`src/verilog/bps_pkg.sv`:
```
package bps_pkg;

	// register map: the command/status dword, bytes 0x04..0x07
	localparam int unsigned BPS_ADDR_W = 8;
	localparam logic [BPS_ADDR_W-1:0] BPS_CMDSTS_OFFSET = 8'h04;
	localparam logic [31:0] BPS_DATA_ZERO = 32'h0000_0000;

	// command half-word: only the parity error response enable is held here
	localparam int unsigned BPS_CMD_PERR_RESP_BIT = 6;
	localparam logic BPS_PERR_RESP_RESET = 1'h0;

	// status half-word field positions within the 32-bit dword
	localparam int unsigned BPS_STS_LSB = 16;
	localparam int unsigned BPS_STS_INTX_BIT = 19;
	localparam int unsigned BPS_STS_CAPLIST_BIT = 20;
	localparam int unsigned BPS_STS_66MHZ_BIT = 21;
	localparam int unsigned BPS_STS_FB2B_BIT = 23;
	localparam int unsigned BPS_STS_DEVSEL_LSB = 25;
	localparam int unsigned BPS_STS_DEVSEL_MSB = 26;

	// capability list pointer location advertised by the capability bit
	localparam logic [7:0] BPS_CAP_PTR_OFFSET = 8'h34;
	localparam logic BPS_CAPLIST_VALUE = 1'h1;

	// device-select decode speed codes
	localparam logic [1:0] BPS_DEVSEL_FAST = 2'h0;
	localparam logic [1:0] BPS_DEVSEL_MEDIUM = 2'h1;
	localparam logic [1:0] BPS_DEVSEL_SLOW = 2'h2;

	// sticky flags: index into the flag vector and bit position in the dword
	localparam int unsigned BPS_NFLAGS = 6;
	localparam int unsigned BPS_F_MDPE = 0;
	localparam int unsigned BPS_F_STA = 1;
	localparam int unsigned BPS_F_RTA = 2;
	localparam int unsigned BPS_F_RMA = 3;
	localparam int unsigned BPS_F_SSE = 4;
	localparam int unsigned BPS_F_DPE = 5;
	localparam int unsigned BPS_FLAG_POS [0:BPS_NFLAGS-1] = '{24, 27, 28, 29, 30, 31};
	localparam logic [BPS_NFLAGS-1:0] BPS_FLAGS_RESET = 6'h00;

	// bridge direction
	localparam logic BPS_MODE_FORWARD = 1'h0;
	localparam logic BPS_MODE_REVERSE = 1'h1;

	// events from the forwarding logic, one-cycle pulses on the core clock
	typedef struct packed {
		logic fw_cpl_poisoned_rx;   // completion received poisoned
		logic fw_wr_poisoned_tx;    // write request sent poisoned
		logic fw_cpl_ca_tx;         // request completed with completer abort
		logic fw_cpl_ca_rx;         // completion received with completer abort
		logic fw_cpl_ur_rx;         // completion received with unsupported request
		logic fw_err_msg_tx;        // fatal or non-fatal error message sent
		logic fw_poisoned_tlp_rx;   // any poisoned packet received
		logic rv_rd_data_perr;      // parity error on read data or split response for read
		logic rv_scm_npw_perr;      // split completion message: data parity error, np write
		logic rv_target_abort_tx;   // bridge terminated a transaction with target abort
		logic rv_target_abort_rx;   // mastered transaction ended in target abort
		logic rv_master_abort_rx;   // mastered transaction ended in master abort
		logic rv_serr_driven;       // bridge drove the system error pin
		logic rv_addr_data_perr;    // address or data parity error detected
	} bps_evt_t;

endpackage : bps_pkg

```
`src/verilog/bps_top.sv`:
```
// Summary of operation
// - bit 19 shows whether an INTx message request is pending; read-only.
// - bit 20 always reads 1: capability list present, pointer at 34h.
// - bit 21 reads 0 in forward mode, 1 in reverse mode.
// - bit 23 reads 1 only in reverse mode with PCI primary bus, else 0.
// - bit 24 may only be set while parity error response enable is 1.
// - forward: poisoned completion received or poisoned write sent sets bit 24.
// - reverse: parity error on read data or split response for read sets bit 24.
// - reverse: parity error pin seen while sending or split write response sets 24.
// - reverse: split completion message reporting non-posted write parity error sets 24.
// - bits 26:25 give decode speed: 00 in forward mode, 01 in reverse.
// - forward: completing a request with completer abort sets bit 27.
// - reverse: terminating a primary transaction with target abort sets bit 27.
// - forward: completion received with completer abort sets bit 28.
// - reverse: mastered transaction ending in target abort sets bit 28.
// - forward: completion received with unsupported request sets bit 29.
// - reverse: mastered transaction ending in master abort sets bit 29.
// - forward: sending a fatal or non-fatal error message sets bit 30.
// - reverse: driving the system error pin sets bit 30.
// - forward: receiving a poisoned packet sets bit 31.
// - reverse: address or data parity error sets bit 31, enable or not.
// - command bit 6 is parity error response enable, reset 0, gates bit 24.
module bps_top
	import bps_pkg::*;
#(
	parameter int unsigned ADDR_W = BPS_ADDR_W
)
(
	input wire logic MCLK_IN,
	input wire logic ARST_N_IN,
	input wire logic [ADDR_W-1:0] ADDR_IN,
	input wire logic [31:0] WDATA_IN,
	input wire logic WR_IN,
	input wire logic RD_IN,
	output logic [31:0] RDATA_OUT,
	input wire logic MODE_REVERSE_IN,
	input wire logic PRIMARY_PCI_MODE_IN,
	input wire logic INTX_PENDING_IN,
	input wire logic PRIMARY_PARITY_ERROR_PIN_N_IN,
	input wire logic RV_SEND_OR_SPLIT_WR_IN,
	input wire bps_evt_t EVT_IN,
	output logic [15:0] STATUS_OUT,
	output logic PERR_RESP_EN_OUT
);

	// elaboration check: the dword offset must fit in the address
	if (ADDR_W < 3)
	begin : g_addr_check
		$error("bps_top: ADDR_W must be at least 3");
	end

	typedef struct packed {
		logic mode_s1;          // mode strap synchroniser, first stage
		logic mode_rev;         // synchronised mode
		logic pcim_s1;
		logic pci_mode;
		logic perr_s1;          // parity error pin synchroniser
		logic perr_seen;        // synchronised, active high
		logic send_d1;          // sending qualifier delayed to match the pin
		logic send_d2;
		logic perr_resp_en;
		logic [BPS_NFLAGS-1:0] flags;
		logic [31:0] rdata;
		logic [15:0] status;
	} bps_state_t;

	bps_state_t st_reg;
	bps_state_t st_next;
	logic [BPS_NFLAGS-1:0] flag_set;
	logic [BPS_NFLAGS-1:0] flag_clr;
	logic [BPS_NFLAGS-1:0] flag_upd;
	logic hit;
	logic fwd;
	logic rev;
	logic mdpe_evt;

	assign hit = (ADDR_IN == ADDR_W'(BPS_CMDSTS_OFFSET));
	assign fwd = (st_reg.mode_rev == BPS_MODE_FORWARD);
	assign rev = (st_reg.mode_rev == BPS_MODE_REVERSE);

	// per-flag event sources, each gated by the direction it belongs to
	always_comb
	begin
		mdpe_evt = (fwd && (EVT_IN.fw_cpl_poisoned_rx || EVT_IN.fw_wr_poisoned_tx))
			|| (rev && EVT_IN.rv_rd_data_perr)
			|| (rev && st_reg.perr_seen && st_reg.send_d2)
			|| (rev && EVT_IN.rv_scm_npw_perr);
		flag_set = '0;
		flag_set[BPS_F_MDPE] = st_reg.perr_resp_en && mdpe_evt;
		flag_set[BPS_F_STA] = (fwd && EVT_IN.fw_cpl_ca_tx)
			|| (rev && EVT_IN.rv_target_abort_tx);
		flag_set[BPS_F_RTA] = (fwd && EVT_IN.fw_cpl_ca_rx)
			|| (rev && EVT_IN.rv_target_abort_rx);
		flag_set[BPS_F_RMA] = (fwd && EVT_IN.fw_cpl_ur_rx)
			|| (rev && EVT_IN.rv_master_abort_rx);
		flag_set[BPS_F_SSE] = (fwd && EVT_IN.fw_err_msg_tx)
			|| (rev && EVT_IN.rv_serr_driven);
		// not gated by the response enable, unlike bit 24
		flag_set[BPS_F_DPE] = (fwd && EVT_IN.fw_poisoned_tlp_rx)
			|| (rev && EVT_IN.rv_addr_data_perr);
	end

	// write-one-to-clear per flag; a set in the same cycle wins over the clear
	for (genvar i = 0; i < BPS_NFLAGS; i++)
	begin : g_flag
		assign flag_clr[i] = WR_IN && hit && WDATA_IN[BPS_FLAG_POS[i]];
		assign flag_upd[i] = flag_set[i] || (st_reg.flags[i] && !flag_clr[i]);
	end

	// next state: synchronisers, command bit, flags, status image, read data
	always_comb
	begin
		st_next = st_reg;
		st_next.mode_s1 = MODE_REVERSE_IN;
		st_next.mode_rev = st_reg.mode_s1;
		st_next.pcim_s1 = PRIMARY_PCI_MODE_IN;
		st_next.pci_mode = st_reg.pcim_s1;
		st_next.perr_s1 = !PRIMARY_PARITY_ERROR_PIN_N_IN;
		st_next.perr_seen = st_reg.perr_s1;
		// the pin takes two cycles through the synchroniser, so the qualifier does too
		st_next.send_d1 = RV_SEND_OR_SPLIT_WR_IN;
		st_next.send_d2 = st_reg.send_d1;
		if (WR_IN && hit)
		begin
			st_next.perr_resp_en = WDATA_IN[BPS_CMD_PERR_RESP_BIT];
		end
		st_next.flags = flag_upd;
		// status image is built from the current state, so it trails by one cycle
		st_next.status = '0;
		st_next.status[BPS_STS_INTX_BIT-BPS_STS_LSB] = INTX_PENDING_IN;
		st_next.status[BPS_STS_CAPLIST_BIT-BPS_STS_LSB] = BPS_CAPLIST_VALUE;
		st_next.status[BPS_STS_66MHZ_BIT-BPS_STS_LSB] = rev;
		st_next.status[BPS_STS_FB2B_BIT-BPS_STS_LSB] = rev && st_reg.pci_mode;
		st_next.status[BPS_STS_DEVSEL_MSB-BPS_STS_LSB:BPS_STS_DEVSEL_LSB-BPS_STS_LSB] =
			rev ? BPS_DEVSEL_MEDIUM : BPS_DEVSEL_FAST;
		for (int j = 0; j < BPS_NFLAGS; j++)
		begin
			st_next.status[BPS_FLAG_POS[j]-BPS_STS_LSB] = st_reg.flags[j];
		end
		// read data stands only in the cycle after the strobe
		st_next.rdata = BPS_DATA_ZERO;
		if (RD_IN && hit)
		begin
			st_next.rdata[31:BPS_STS_LSB] = st_next.status;
			st_next.rdata[BPS_CMD_PERR_RESP_BIT] = st_reg.perr_resp_en;
		end
	end

	// single state register
	always_ff @(posedge MCLK_IN or negedge ARST_N_IN)
	begin
		if (!ARST_N_IN)
		begin
			st_reg <= '0;
			st_reg.perr_resp_en <= BPS_PERR_RESP_RESET;
			st_reg.flags <= BPS_FLAGS_RESET;
			st_reg.status[BPS_STS_CAPLIST_BIT-BPS_STS_LSB] <= BPS_CAPLIST_VALUE;
		end
		else
		begin
			st_reg <= st_next;
		end
	end

	assign RDATA_OUT = st_reg.rdata;
	assign STATUS_OUT = st_reg.status;
	assign PERR_RESP_EN_OUT = st_reg.perr_resp_en;

	logic past_valid;
	always_ff @(posedge MCLK_IN or negedge ARST_N_IN)
	begin
		if (!ARST_N_IN)
		begin
			past_valid <= 1'h0;
		end
		else
		begin
			past_valid <= 1'h1;
		end
	end

	for (genvar k = 0; k < BPS_NFLAGS; k++)
	begin : g_flag_chk

	end
endmodule // bps_top

```
`config.mk`:
```
export PLATFORM = sky130hd
export DESIGN_NAME = bps_top
export DESIGN_NICKNAME = d
export VERILOG_FILES = /design/src/verilog/bps_pkg.sv /design/src/verilog/bps_top.sv
export SDC_FILE = /design/constraint.sdc
export NUM_CORES = 1
export LEC_CHECK = 0
export BUFFER_PORTS_ARGS = -buffer_cell sky130_fd_sc_hd__clkbuf_2
export CORE_UTILIZATION = 40
export DETAILED_ROUTE_END_ITERATION = 12
export GPL_ROUTABILITY_DRIVEN = 0
export PLACE_DENSITY = 0.79
export SETUP_SLACK_MARGIN = 0.4
export SYNTH_ARGS = -nofsm -noshare
export SYNTH_HDL_FRONTEND = slang
export SYNTH_SLANG_ARGS = --single-unit
```
`constraint.sdc`:
```
create_clock -name MCLK_IN -period 1.5 [get_ports MCLK_IN]
set_input_delay 0 -clock MCLK_IN [delete_from_list [all_inputs] [get_ports MCLK_IN]]
set_output_delay 0 -clock MCLK_IN [all_outputs]
set_load 0.02 [all_outputs]
```
## Yosys cells after proc, flatten, opt, wreduce, memory -nomap -nowiden

Index checks and enable logic that the tools add are counted.

| storage, ports and cells | value |
|---|---|
| bits in registers | 43 |

| operators by class | value |
|---|---|
| equality and inequality tests | 1 |
| reductions and logical operators | 53 |
| bitwise gates (word level) | 1 |
| muxes and demuxes | 3 |

Operator list:

| operator | number |
|---|---|
| logical AND 1 bit | 31 |
| two-way mux 16 bit | 1 |
| logical OR 1 bit | 15 |
| equality test 8 x 3 -> 1 bit (second input constant) | 1 |
| logical NOT 1 bit | 7 |
| two-way mux 1 bit | 2 |
| NOT 1 bit | 1 |

## Longest topological paths before layout

Gate-level depths: netlist of the first run.

| depth | value |
|---|---|
| depth after elaboration | 7 |
| gate-level depth with buffers | 4 |

## Least setup slack after synthesis of the first run

Ideal clock, no wire load.

| timing | value |
|---|---|
| kind | input port to flip-flop |
| start | in ADDR_IN[5] |
| end | reg st_reg, in the netlist PERR_RESP_EN_OUT |
| cell stages on the path | 4 |
| slack | 236 ps |
| path buffers | 1 |
| required time | 1375 ps |
| setup time | 125 ps |
| arrival time | 1139 ps |
| cell sequence | or4_4 buf_6 nor3_2 mux2_2 |

| on the way | value |
|---|---|
| word-level cells in the longest chain between the ends | 2 |

RTL lines:

| what | RTL line | source |
|---|---|---|
| start, declared | bps_top.sv:31 | `input wire logic [ADDR_W-1:0] ADDR_IN,` |
| equality test 8 x 3 -> 1 bit | bps_top.sv:77 | `assign hit = (ADDR_IN == ADDR_W'(BPS_CMDSTS_OFFSET));` |
| logical AND 1 bit | bps_top.sv:123 | `if (WR_IN && hit)` |
| end signal, assigned | bps_top.sv:161 | `st_reg <= st_next;` |
| end, declared | bps_top.sv:67 | `bps_state_t st_reg;` |

No other way between the ends.
A chain may end at the register's enable or synchronous reset.

## Worst setup path in the final report of the first run

| timing | value |
|---|---|
| start | in ADDR_IN[7] |
| end | reg st_reg, in the netlist PERR_RESP_EN_OUT |

Same word-level chain as after synthesis.

==> reports/results.ini, run 1 <==
[run_status]
status = finished, final reports clean

[layout]
commonest_non_fill_non_tap_cells_in_the_layout = 60 x sky130_fd_sc_hd__clkbuf_2, 34 x sky130_fd_sc_hd__dfrtp_1, 26 x sky130_fd_sc_hd__conb_1, 22 x sky130_fd_sc_hd__dlygate4sd3_1, 11 x sky130_fd_sc_hd__nand2_1
layout.nets = 263
seqCellArea_um2 = 877
flow.area_growth_from_synthesis_pct = 28.4
nFillCells = 354
antennaDiodeCount = 0
layout_commonest_cell = sky130_fd_sc_hd__clkbuf_2
post_route_cells_drive_above_1_share_pct = 38.8
finish.utilization_pct = 54.0
largest_register_ffs = 11
combined_area_of_the_multi_input_logic_cells_um2 = 398

[detailed_routing]
detail_route.wirelength_um = 2710
detailedRoute.firstIterationViolations = 25
firstDrtPassIters = 2
ant_nets = 0
route.detailed.wl_per_inst_um = 10.9
num_vias = 1025
drc = 0
post_drt_via_cell_ratio = 4.12

[sta]
timing.final.ws_setup_ns = 0.449
slew_viol_final = 0
fin_tns_setup_ns = 0
timing.clock.skew_ns = 0.00300
post-route-period-util_pct = 70.1
period_minus_slack_ns = 1.05
finalHoldViolCount = 0
fmaxAchievable_ghz = 0.952
setup_viol = 0
unrepaired_setup_endpoints_after_global_routing = no

[clock_network]
worst_setup_hold_path_clk_slew_ns = 0.07
cts_root_buf = sky130_fd_sc_hd__clkbuf_8
sinks_on_the_clock_net = 35
skew_pair_late_insertion_delay_ns = 0.28
max-clock-path-buffers = 2
numCtsBuffers = 5
htree_levels = 2
clock_tree_from_tritoncts = yes

[floorplan]
die-area_um2 = 4160
placementRows = 22
core_area_um2 = 3720
initial_core_util_pct = 42.1
io_pins = 112
chipWidth_um = 64.5
die_h_um = 64.5

[yosys]
netlist.area_leader.share_pct = 56.0
post_synth.cell_area_avg_um2 = 11.8
synth_top_cell_by_area = sky130_fd_sc_hd__dfrtp_1
synth-seq-area-share_pct = 56.0
synth_seq_cells = 35
post_synthesis_cell_area_um2 = 1560
post_synth_main_area_contributors = sky130_fd_sc_hd__dfrtp_1 56%, sky130_fd_sc_hd__buf_4 23%, sky130_fd_sc_hd__and2_1 4.0%
syn-instance-count = 133
yosysWarningCount = 0
synthDistinctLibCells = 19

[power]
power.clock.fraction_pct = 36.4
share_seq_of_total_power_pct = 50.2
cell_internal_pwr_mw = 1.51
netSwitchingPower_uw = 482
share_comb_of_total_power_pct = 13.4
power.density_nw_per_um2 = 993
power.ir.vdd_worst_mv = 0.568
switching_share_pct = 24.2
power.leakage_nw = 1.05

[run]
cap_viol_max_count = 0

[critical_path]
worst-path-buf-inv = 1
slowest_delay_ns = 0.62
worstPathArrival_ns = 1.22
setup.worst_path.class = input pin to flop
crit_path_max_fo = 9
cp_slowest_cell = sky130_fd_sc_hd__or4_4
setup_crit_start_kind = input pin
critPathTopFamily = simple AND/OR/NAND/NOR gates
worst_path_cell_chain = clkbuf_2, or4_4, nor3_4, mux2_4
cp-end-kind = flop
crit_required_ns = 1.67

[global_route]
first_global_vias = 1052
grt_first_pass_wirelength_um = 4600
overflow = 0
track_usage_pct = 15.1
grt_max_degree = 21
antenna_found_initial = 0

[placed_design]
worst_setup_slack_post_dpl_ns = 0.142
dp.final_hpwl_um = 1920
place.port_buffers = 60

[worst_hold_path]
worst_hold_path_type = input pin to flop

==> what timing repair did <==
action	4_1_cts	5_1_grt
gates cloned	0	0
gates resized for setup	1	1
setup buffers	0	1
hold endpoints to repair	27	0
hold buffers	22	0
setup endpoints to repair	1	2
pin swaps	0	1
==> tightest hold or removal path, stage by stage <==
cell and delay [ns]:
sky130_fd_sc_hd__clkbuf_2 0.08, sky130_fd_sc_hd__a2111oi_1 0.04, sky130_fd_sc_hd__o21ai_1 0.13
==> Yosys cell counts <==
library cell / count
sky130_fd_sc_hd__nor3_2: 1
sky130_fd_sc_hd__o21ai_0: 1
sky130_fd_sc_hd__mux2i_1: 5
sky130_fd_sc_hd__or4b_1: 1
sky130_fd_sc_hd__clkbuf_1: 1
sky130_fd_sc_hd__buf_2: 1
sky130_fd_sc_hd__nor3_4: 1
sky130_fd_sc_hd__dfrtp_1: 35
sky130_fd_sc_hd__buf_6: 1
sky130_fd_sc_hd__and2_1: 10
sky130_fd_sc_hd__a2111oi_0: 1
sky130_fd_sc_hd__o31ai_1: 7
sky130_fd_sc_hd__buf_4: 48
sky130_fd_sc_hd__inv_1: 4
sky130_fd_sc_hd__or4_4: 1
sky130_fd_sc_hd__mux2_2: 1
sky130_fd_sc_hd__nor4_1: 1
sky130_fd_sc_hd__conb_1: 2
sky130_fd_sc_hd__nand2_1: 11
==> power by group through the flow <==
| stage | combinational (mW) | clock (mW) | sequential (mW) |
|---|---|---|---|
| global placement | 0.214 | 0 | 1.02 |
| floorplan | 0.201 | 0 | 1.01 |
| global route | 0.291 | 0.788 | 1.01 |
| finish | 0.266 | 0.726 | 1.00 |
| detailed placement | 0.218 | 0 | 1.02 |
| CTS | 0.263 | 0.748 | 1.00 |
==> final timing paths <==
| check | startpoint | end | slack, ns | depth (start not counted) |
|---|---|---|---|---|
| min | EVT_IN[5] | st_next[8]$_DFF_PN0_ | 0.009 | 3 |
| min reg2reg | st_next[59]$_DFF_PN0_ | st_reg[59]$_DFF_PN0_ | 0.35 | 0 |
| max reg2reg | rev$_DFF_PN0_ | st_next[8]$_DFF_PN0_ | 0.46 | 3 |
| max | ADDR_IN[7] | PERR_RESP_EN_OUT$_DFFE_PN0N_ | 0.45 | 4 |
| min in group asynchronous | ARST_N_IN | st_next[15]$_DFF_PN0_ | 0.17 | 2 |
| max in group asynchronous | ARST_N_IN | STATUS_OUT[14]$_DFF_PN0_ | 0.74 | 3 |
==> through the flow <==
stage                     hold slack (ns)  total power, mW  cell area, um^2  instances
final                             0.00890             1.99             2010        249
after global routing              0.00295             2.09             2010        249
after CTS                         0.00806             2.01             2000        248
after detailed placement          -0.0543             1.24             1680        218
after global placement            -0.0559             1.23             1680        218
after floorplan                    -0.296             1.21             1680        157
==> layer usage <==
layer	track usage, %	vias to the layer above	share of wire (%)
li1	-	485	-
met1	14.4	486	37
met2	29.2	48	56
met3	5.11	6	6.4
met4	5.83	0	1.1
met5	0	-	0
==> layout make-up <==
cell class / instances / share of cell area [%]
clock buffers: 8 / 4.98
inverters: 4 / 0.748
multi-input cells: 67 / 19.8
flip-flops and latches: 35 / 43.7
well taps: 48 / 2.99
repair buffers: 87 / 27.8
==> cells by family after synthesis <==
family / count (synthesis) / share of synthesized area [%]
and+or+nand+nor: 26 / 10.1
muxes: 6 / 3.92
buffers and inverters: 55 / 25.3
DFF: 35 / 56.0
AOI/OAI and AO/OA: 9 / 4.24
other: 2 / 0.480
No activity file was read; power rests on OpenSTA's default activity.
==> inputs of run 2 (changes only) <==
Settings changed: CORE_UTILIZATION 40 to 36, PLACE_DENSITY 0.79 to 0.75.
Clock period 1.5 ns to 0.9 ns, I/O delays scaled along.
==> run 2 against run 1 <==
- cell count fell by 4.0%
- critical path type unchanged
- highest routed layer unchanged
- sequential power grew 68%
- global-route usage is 2.1 points lower
- the run now ends with hold timing, setup timing left
- critical path depth up 1
==> reports/results.ini, run 2 (synthesis results as in run 1) <==
[placed_design]
place.port_buffers = 60
dp.final_hpwl_um = 1900

[floorplan]
core_area_um2 = 4090
io_pins = 112
die-area_um2 = 4610
initial_core_util_pct = 38.3
chipWidth_um = 67.9
placementRows = 23
die_h_um = 67.9

[detailed_routing]
drc = 0
detailedRoute.firstIterationViolations = 16
ant_nets = 0
num_vias = 958
route.detailed.wl_per_inst_um = 11.6
post_drt_via_cell_ratio = 4.01
firstDrtPassIters = 3
detail_route.wirelength_um = 2780

[layout]
layout.nets = 253
largest_register_ffs = 11
finish.utilization_pct = 53.1
commonest_non_fill_non_tap_cells_in_the_layout = 37 x sky130_fd_sc_hd__clkbuf_2, 35 x sky130_fd_sc_hd__dfrtp_1, 27 x sky130_fd_sc_hd__clkbuf_8, 26 x sky130_fd_sc_hd__conb_1, 11 x sky130_fd_sc_hd__nand2_1
flow.area_growth_from_synthesis_pct = 38.7
layout_commonest_cell = sky130_fd_sc_hd__clkbuf_2
post_route_cells_drive_above_1_share_pct = 48.7
antennaDiodeCount = 0
nFillCells = 360

[clock_network]
cts_root_buf = sky130_fd_sc_hd__clkbuf_8
holdBufCountCts = 6
htree_levels = 2
clock_tree_from_tritoncts = yes
sinks_on_the_clock_net = 35
numCtsBuffers = 5
worst_setup_hold_path_clk_slew_ns = 0.06
max-clock-path-buffers = 2
skew_pair_late_insertion_delay_ns = 0.28

[sta]
timing.final.ws_setup_ns = -0.106
fmaxAchievable_ghz = 0.994
unrepaired_setup_endpoints_after_global_routing = yes
timing.clock.skew_ns = 0.00204
finalHoldWorstSlack_ns = -0.0629
setup_viol = 16
slew_viol_final = 0
post-route-period-util_pct = 112
finalHoldViolCount = 6
period_minus_slack_ns = 1.01

[global_route]
grt_first_pass_wirelength_um = 3990
first_global_vias = 897
overflow = 0
antenna_found_initial = 0
track_usage_pct = 13.0
grt_max_degree = 36

[critical_path]
setup_crit_start_kind = input pin
timing.rr.end = st_next[12]$_DFF_PN0_
slowest_delay_ns = 0.59
crit_required_ns = 1.07
r2r_setup_slack_ns = -0.08
crit_path_max_fo = 6
worstPathArrival_ns = 1.17
setup.worst_path.class = input pin to flop
timing.reg2reg.worst_path_depth = 3
cp_slowest_cell = sky130_fd_sc_hd__or4_4
worst_path_cell_chain = clkbuf_2, or4_4, buf_4, o31ai_2, nand2_1
cp-end-kind = flop
critical_r2r_launch = rev$_DFF_PN0_

[run]
cap_viol_max_count = 0

[run_status]
violated_checks = hold timing, setup timing
status = finished with violations

[power]
power.leakage_nw = 1.08
power.ir.vdd_worst_mv = 0.853
report.power.total_mw = 3.19
power.density_nw_per_um2 = 1470

[worst_hold_path]
worst_hold_path_type = input pin to flop
hold_path.startpoint = EVT_IN[7]
holdPathEnd = st_next[15]$_DFF_PN0_
worst_hold_path.num_cells = 3

-- run 2: changes by cell type in the layout (fill, tap and decap cells not counted), moves of 3 or more --
cell	change
sky130_fd_sc_hd__and2_1	-3
sky130_fd_sc_hd__o31ai_1	-5
sky130_fd_sc_hd__buf_6	+7
sky130_fd_sc_hd__and2_4	+3
sky130_fd_sc_hd__clkbuf_2	-23
sky130_fd_sc_hd__clkbuf_8	+20
sky130_fd_sc_hd__o31ai_2	+4
sky130_fd_sc_hd__dlygate4sd3_1	-16
-- run 2: worst max path at each step --
| stage | start | endpoint | cells after the start |
|---|---|---|---|
| floorplan | ADDR_IN[5] | PERR_RESP_EN_OUT$_DFFE_PN0N_ | 4 |
| detailed placement | ADDR_IN[5] | PERR_RESP_EN_OUT$_DFFE_PN0N_ | 4 |
| CTS | ADDR_IN[5] | PERR_RESP_EN_OUT$_DFFE_PN0N_ | 4 |
| global placement | ADDR_IN[5] | PERR_RESP_EN_OUT$_DFFE_PN0N_ | 4 |
| finish | ADDR_IN[6] | st_next[15]$_DFF_PN0_ | 5 |
| global route | ADDR_IN[6] | st_next[15]$_DFF_PN0_ | 5 |
-- run 2: final cells by class --
type | instances | area [um^2] | area share (%)
flip-flops and latches | 35 | 876 | 40.4
repair buffers | 77 | 677 | 31.2
multi-input cells | 67 | 467 | 21.5
clock buffers | 6 | 72.6 | 3.34
well taps | 50 | 62.6 | 2.88
inverters | 4 | 15.0 | 0.692
-- run 2: what timing repair did --
item                                    CTS  global route
endpoints found under the hold margin    48             6
gates resized for setup                  51            12
pin swaps                                 2             4
buffers inserted                          1             1
endpoints found under the setup margin   49            49
-- run 2: critical path: cells and delay by family --
family / cells / cell delay, ns
AOI/OAI and AO/OA: 1 / 0.25
and+or+nand+nor: 2 / 0.66
buffers and inverters: 2 / 0.26
-- run 2: metal layers --
metal | up-vias | wire length, um | global-route usage [%]
met5 | - | 0 | 0
met4 | 0 | 99 | 10.2
met3 | 10 | 187 | 4.83
met2 | 50 | 1460 | 20.3
met1 | 432 | 1030 | 14.3
li1 | 466 | - | -
-- run 2: metrics by stage --
stage / worst slack [ns] / cell area, um^2 / std cells / hold WS, ns / TNS, ns
floorplan: -0.348 / 1700 / 157 / -0.296 / -3.52
global placement: -0.393 / 1730 / 225 / -0.0309 / -5.78
detailed placement: -0.403 / 1730 / 225 / -0.0221 / -6.02
CTS: -0.0954 / 2110 / 238 / -0.0722 / -0.884
global route: -0.175 / 2170 / 239 / -0.0506 / -1.85
finish: -0.106 / 2170 / 239 / -0.0629 / -1.06
-- run 2: report_power, final --
group / leakage, nW / switching [mW] / internal (mW) / total, mW
combinational: 0.639 / 0.268 / 0.214 / 0.483
clock: 0.0371 / 0.513 / 0.515 / 1.03
sequential: 0.407 / 0.0392 / 1.64 / 1.68
total: 1.08 / 0.820 / 2.37 / 3.19
==> inputs of run 3 (changes only) <==
Settings changed: CORE_MARGIN set to 2.
==> run 3 against run 2 <==
- the run still ends with hold timing, setup timing left
- clock skew is 0.0030 ns higher
- sequential power hardly changed
- routed wire length is 7.7% higher
==> reports/results.ini, run 3 (synthesis results as in run 1) <==
[run_status]
status = finished with violations
violated_checks = hold timing, setup timing

[critical_path]
setup.worst_path.class = input pin to flop
timing.rr.end = st_next[12]$_DFF_PN0_
crit_path_max_fo = 5
timing.reg2reg.worst_path_depth = 3
worstPathArrival_ns = 1.19
setup_crit_start_kind = input pin
crit_required_ns = 1.07
r2r_setup_slack_ns = -0.11
cp-end-kind = flop
critical_r2r_launch = rev$_DFF_PN0_

[detailed_routing]
detail_route.wirelength_um = 3000
post_drt_via_cell_ratio = 4.12
drc = 0
firstDrtPassIters = 4
route.detailed.wl_per_inst_um = 12.4
num_vias = 997
detailedRoute.firstIterationViolations = 30
ant_nets = 0

[power]
power.ir.vdd_worst_mv = 0.993
power.leakage_nw = 1.12
power.density_nw_per_um2 = 1690
report.power.total_mw = 3.84

[global_route]
antenna_found_initial = 0
track_usage_pct = 11.6
first_global_vias = 962
grt_max_degree = 36
overflow = 0
grt_first_pass_wirelength_um = 4270

[clock_network]
numCtsBuffers = 5
holdBufCountCts = 6
skew_pair_late_insertion_delay_ns = 0.28
max-clock-path-buffers = 2
worst_setup_hold_path_clk_slew_ns = 0.07
cts_root_buf = sky130_fd_sc_hd__clkbuf_8
htree_levels = 2
clock_tree_from_tritoncts = yes
sinks_on_the_clock_net = 35

[placed_design]
placed_area_um2 = 1730
place.port_buffers = 60
dp.final_hpwl_um = 2100
dp_cells = 224

[sta]
timing.clock.skew_ns = 0.00502
finalHoldViolCount = 6
timing.final.ws_setup_ns = -0.123
post-route-period-util_pct = 114
unrepaired_setup_endpoints_after_global_routing = yes
finalHoldWorstSlack_ns = -0.0624
slew_viol_final = 0
fin_tns_setup_ns = -1.54
setup_viol = 18
period_minus_slack_ns = 1.02
fmaxAchievable_ghz = 0.977

[worst_hold_path]
worst_hold_path_type = input pin to flop
worst_hold_path.num_cells = 3
hold_path.startpoint = EVT_IN[7]
holdPathEnd = st_next[15]$_DFF_PN0_

[layout]
flow.area_growth_from_synthesis_pct = 45.0
stdcell_area_um2 = 2270
seqCellArea_um2 = 876
antennaDiodeCount = 0
combined_area_of_the_multi_input_logic_cells_um2 = 494
post_route_cells_drive_above_1_share_pct = 53.1
commonest_non_fill_non_tap_cells_in_the_layout = 37 x sky130_fd_sc_hd__clkbuf_2, 35 x sky130_fd_sc_hd__dfrtp_1, 27 x sky130_fd_sc_hd__clkbuf_8, 26 x sky130_fd_sc_hd__conb_1, 11 x sky130_fd_sc_hd__nand2_1
layout.nets = 254
largest_register_ffs = 11
layout_commonest_cell = sky130_fd_sc_hd__clkbuf_2
nFillCells = 331
finalNonFillerCells = 242

[floorplan]
die_h_um = 69.9
chipWidth_um = 69.9
die-area_um2 = 4890
core_area_um2 = 4090
io_pins = 112
placementRows = 23
initial_core_util_pct = 38.3

[run]
cap_viol_max_count = 0

run 3: cell types whose count changed in the layout (fill, tap and decap cells not counted), moves of 2 or more:
cell,previous run,this run
sky130_fd_sc_hd__mux2i_2,1,4
sky130_fd_sc_hd__mux2i_1,4,1
sky130_fd_sc_hd__and2_4,3,6
sky130_fd_sc_hd__and2_1,7,4
sky130_fd_sc_hd__bufinv_16,0,2
run 3: cell type report:
type / instances / share of cell area, %
clock buffers: 5 / 3.03
flip-flops and latches: 35 / 38.6
well taps: 50 / 2.76
multi-input cells: 67 / 21.8
inverters: 4 / 0.662
clock inverters: 3 / 2.98
repair buffers: 78 / 30.2
run 3: critical path, stage by stage:
cell and delay, ns:
sky130_fd_sc_hd__clkbuf_2 0.08, sky130_fd_sc_hd__or4_4 0.59, sky130_fd_sc_hd__buf_6 0.17, sky130_fd_sc_hd__o31ai_2 0.25, sky130_fd_sc_hd__nand2_1 0.09
run 3: stage by stage:
step | util, % | setup WS [ns] | hold slack [ns]
after floorplan | - | -0.348 | -0.296
after global routing | 55.5 | -0.135 | -0.0630
after detailed placement | 42.2 | -0.415 | -0.0248
after global placement | 42.2 | -0.379 | -0.0276
after CTS | 53.6 | -0.0843 | -0.0726
final | 55.5 | -0.123 | -0.0624
run 3: power breakdown:
group          internal, mW  total, mW  switching, mW  leakage, nW
Sequential             1.64       1.68         0.0427        0.407
Clock                  1.10       1.67          0.563       0.0644
Combinational         0.216      0.493          0.277        0.646
run 3: routing by layer:
layer | share of wire (%) | vias up | global-route usage, %
met5 | 0 | - | 0
met4 | 1.7 | 0 | 6.41
met3 | 5.2 | 5 | 3.90
met2 | 56 | 47 | 19.0
met1 | 37 | 475 | 13.4
li1 | - | 470 | -
run 3: how the worst max path moves through the flow:
stage / start / endpoint / depth (start not counted)
floorplan: ADDR_IN[5] / PERR_RESP_EN_OUT$_DFFE_PN0N_ / 4
global placement: ADDR_IN[5] / PERR_RESP_EN_OUT$_DFFE_PN0N_ / 4
detailed placement: ADDR_IN[1] / st_next[13]$_DFF_PN0_ / 5
CTS: ADDR_IN[3] / PERR_RESP_EN_OUT$_DFFE_PN0N_ / 4
global route: ADDR_IN[1] / RDATA_OUT[27]$_DFF_PN0_ / 5
finish: ADDR_IN[7] / st_next[12]$_DFF_PN0_ / 5
run 3: what timing repair did:
item | in CTS | in global routing
setup endpoints to repair | 49 | 49
buffers inserted | 2 | 2
gates resized for setup | 59 | 13
endpoints found under the hold margin | 49 | 6
pin swaps | 11 | 5
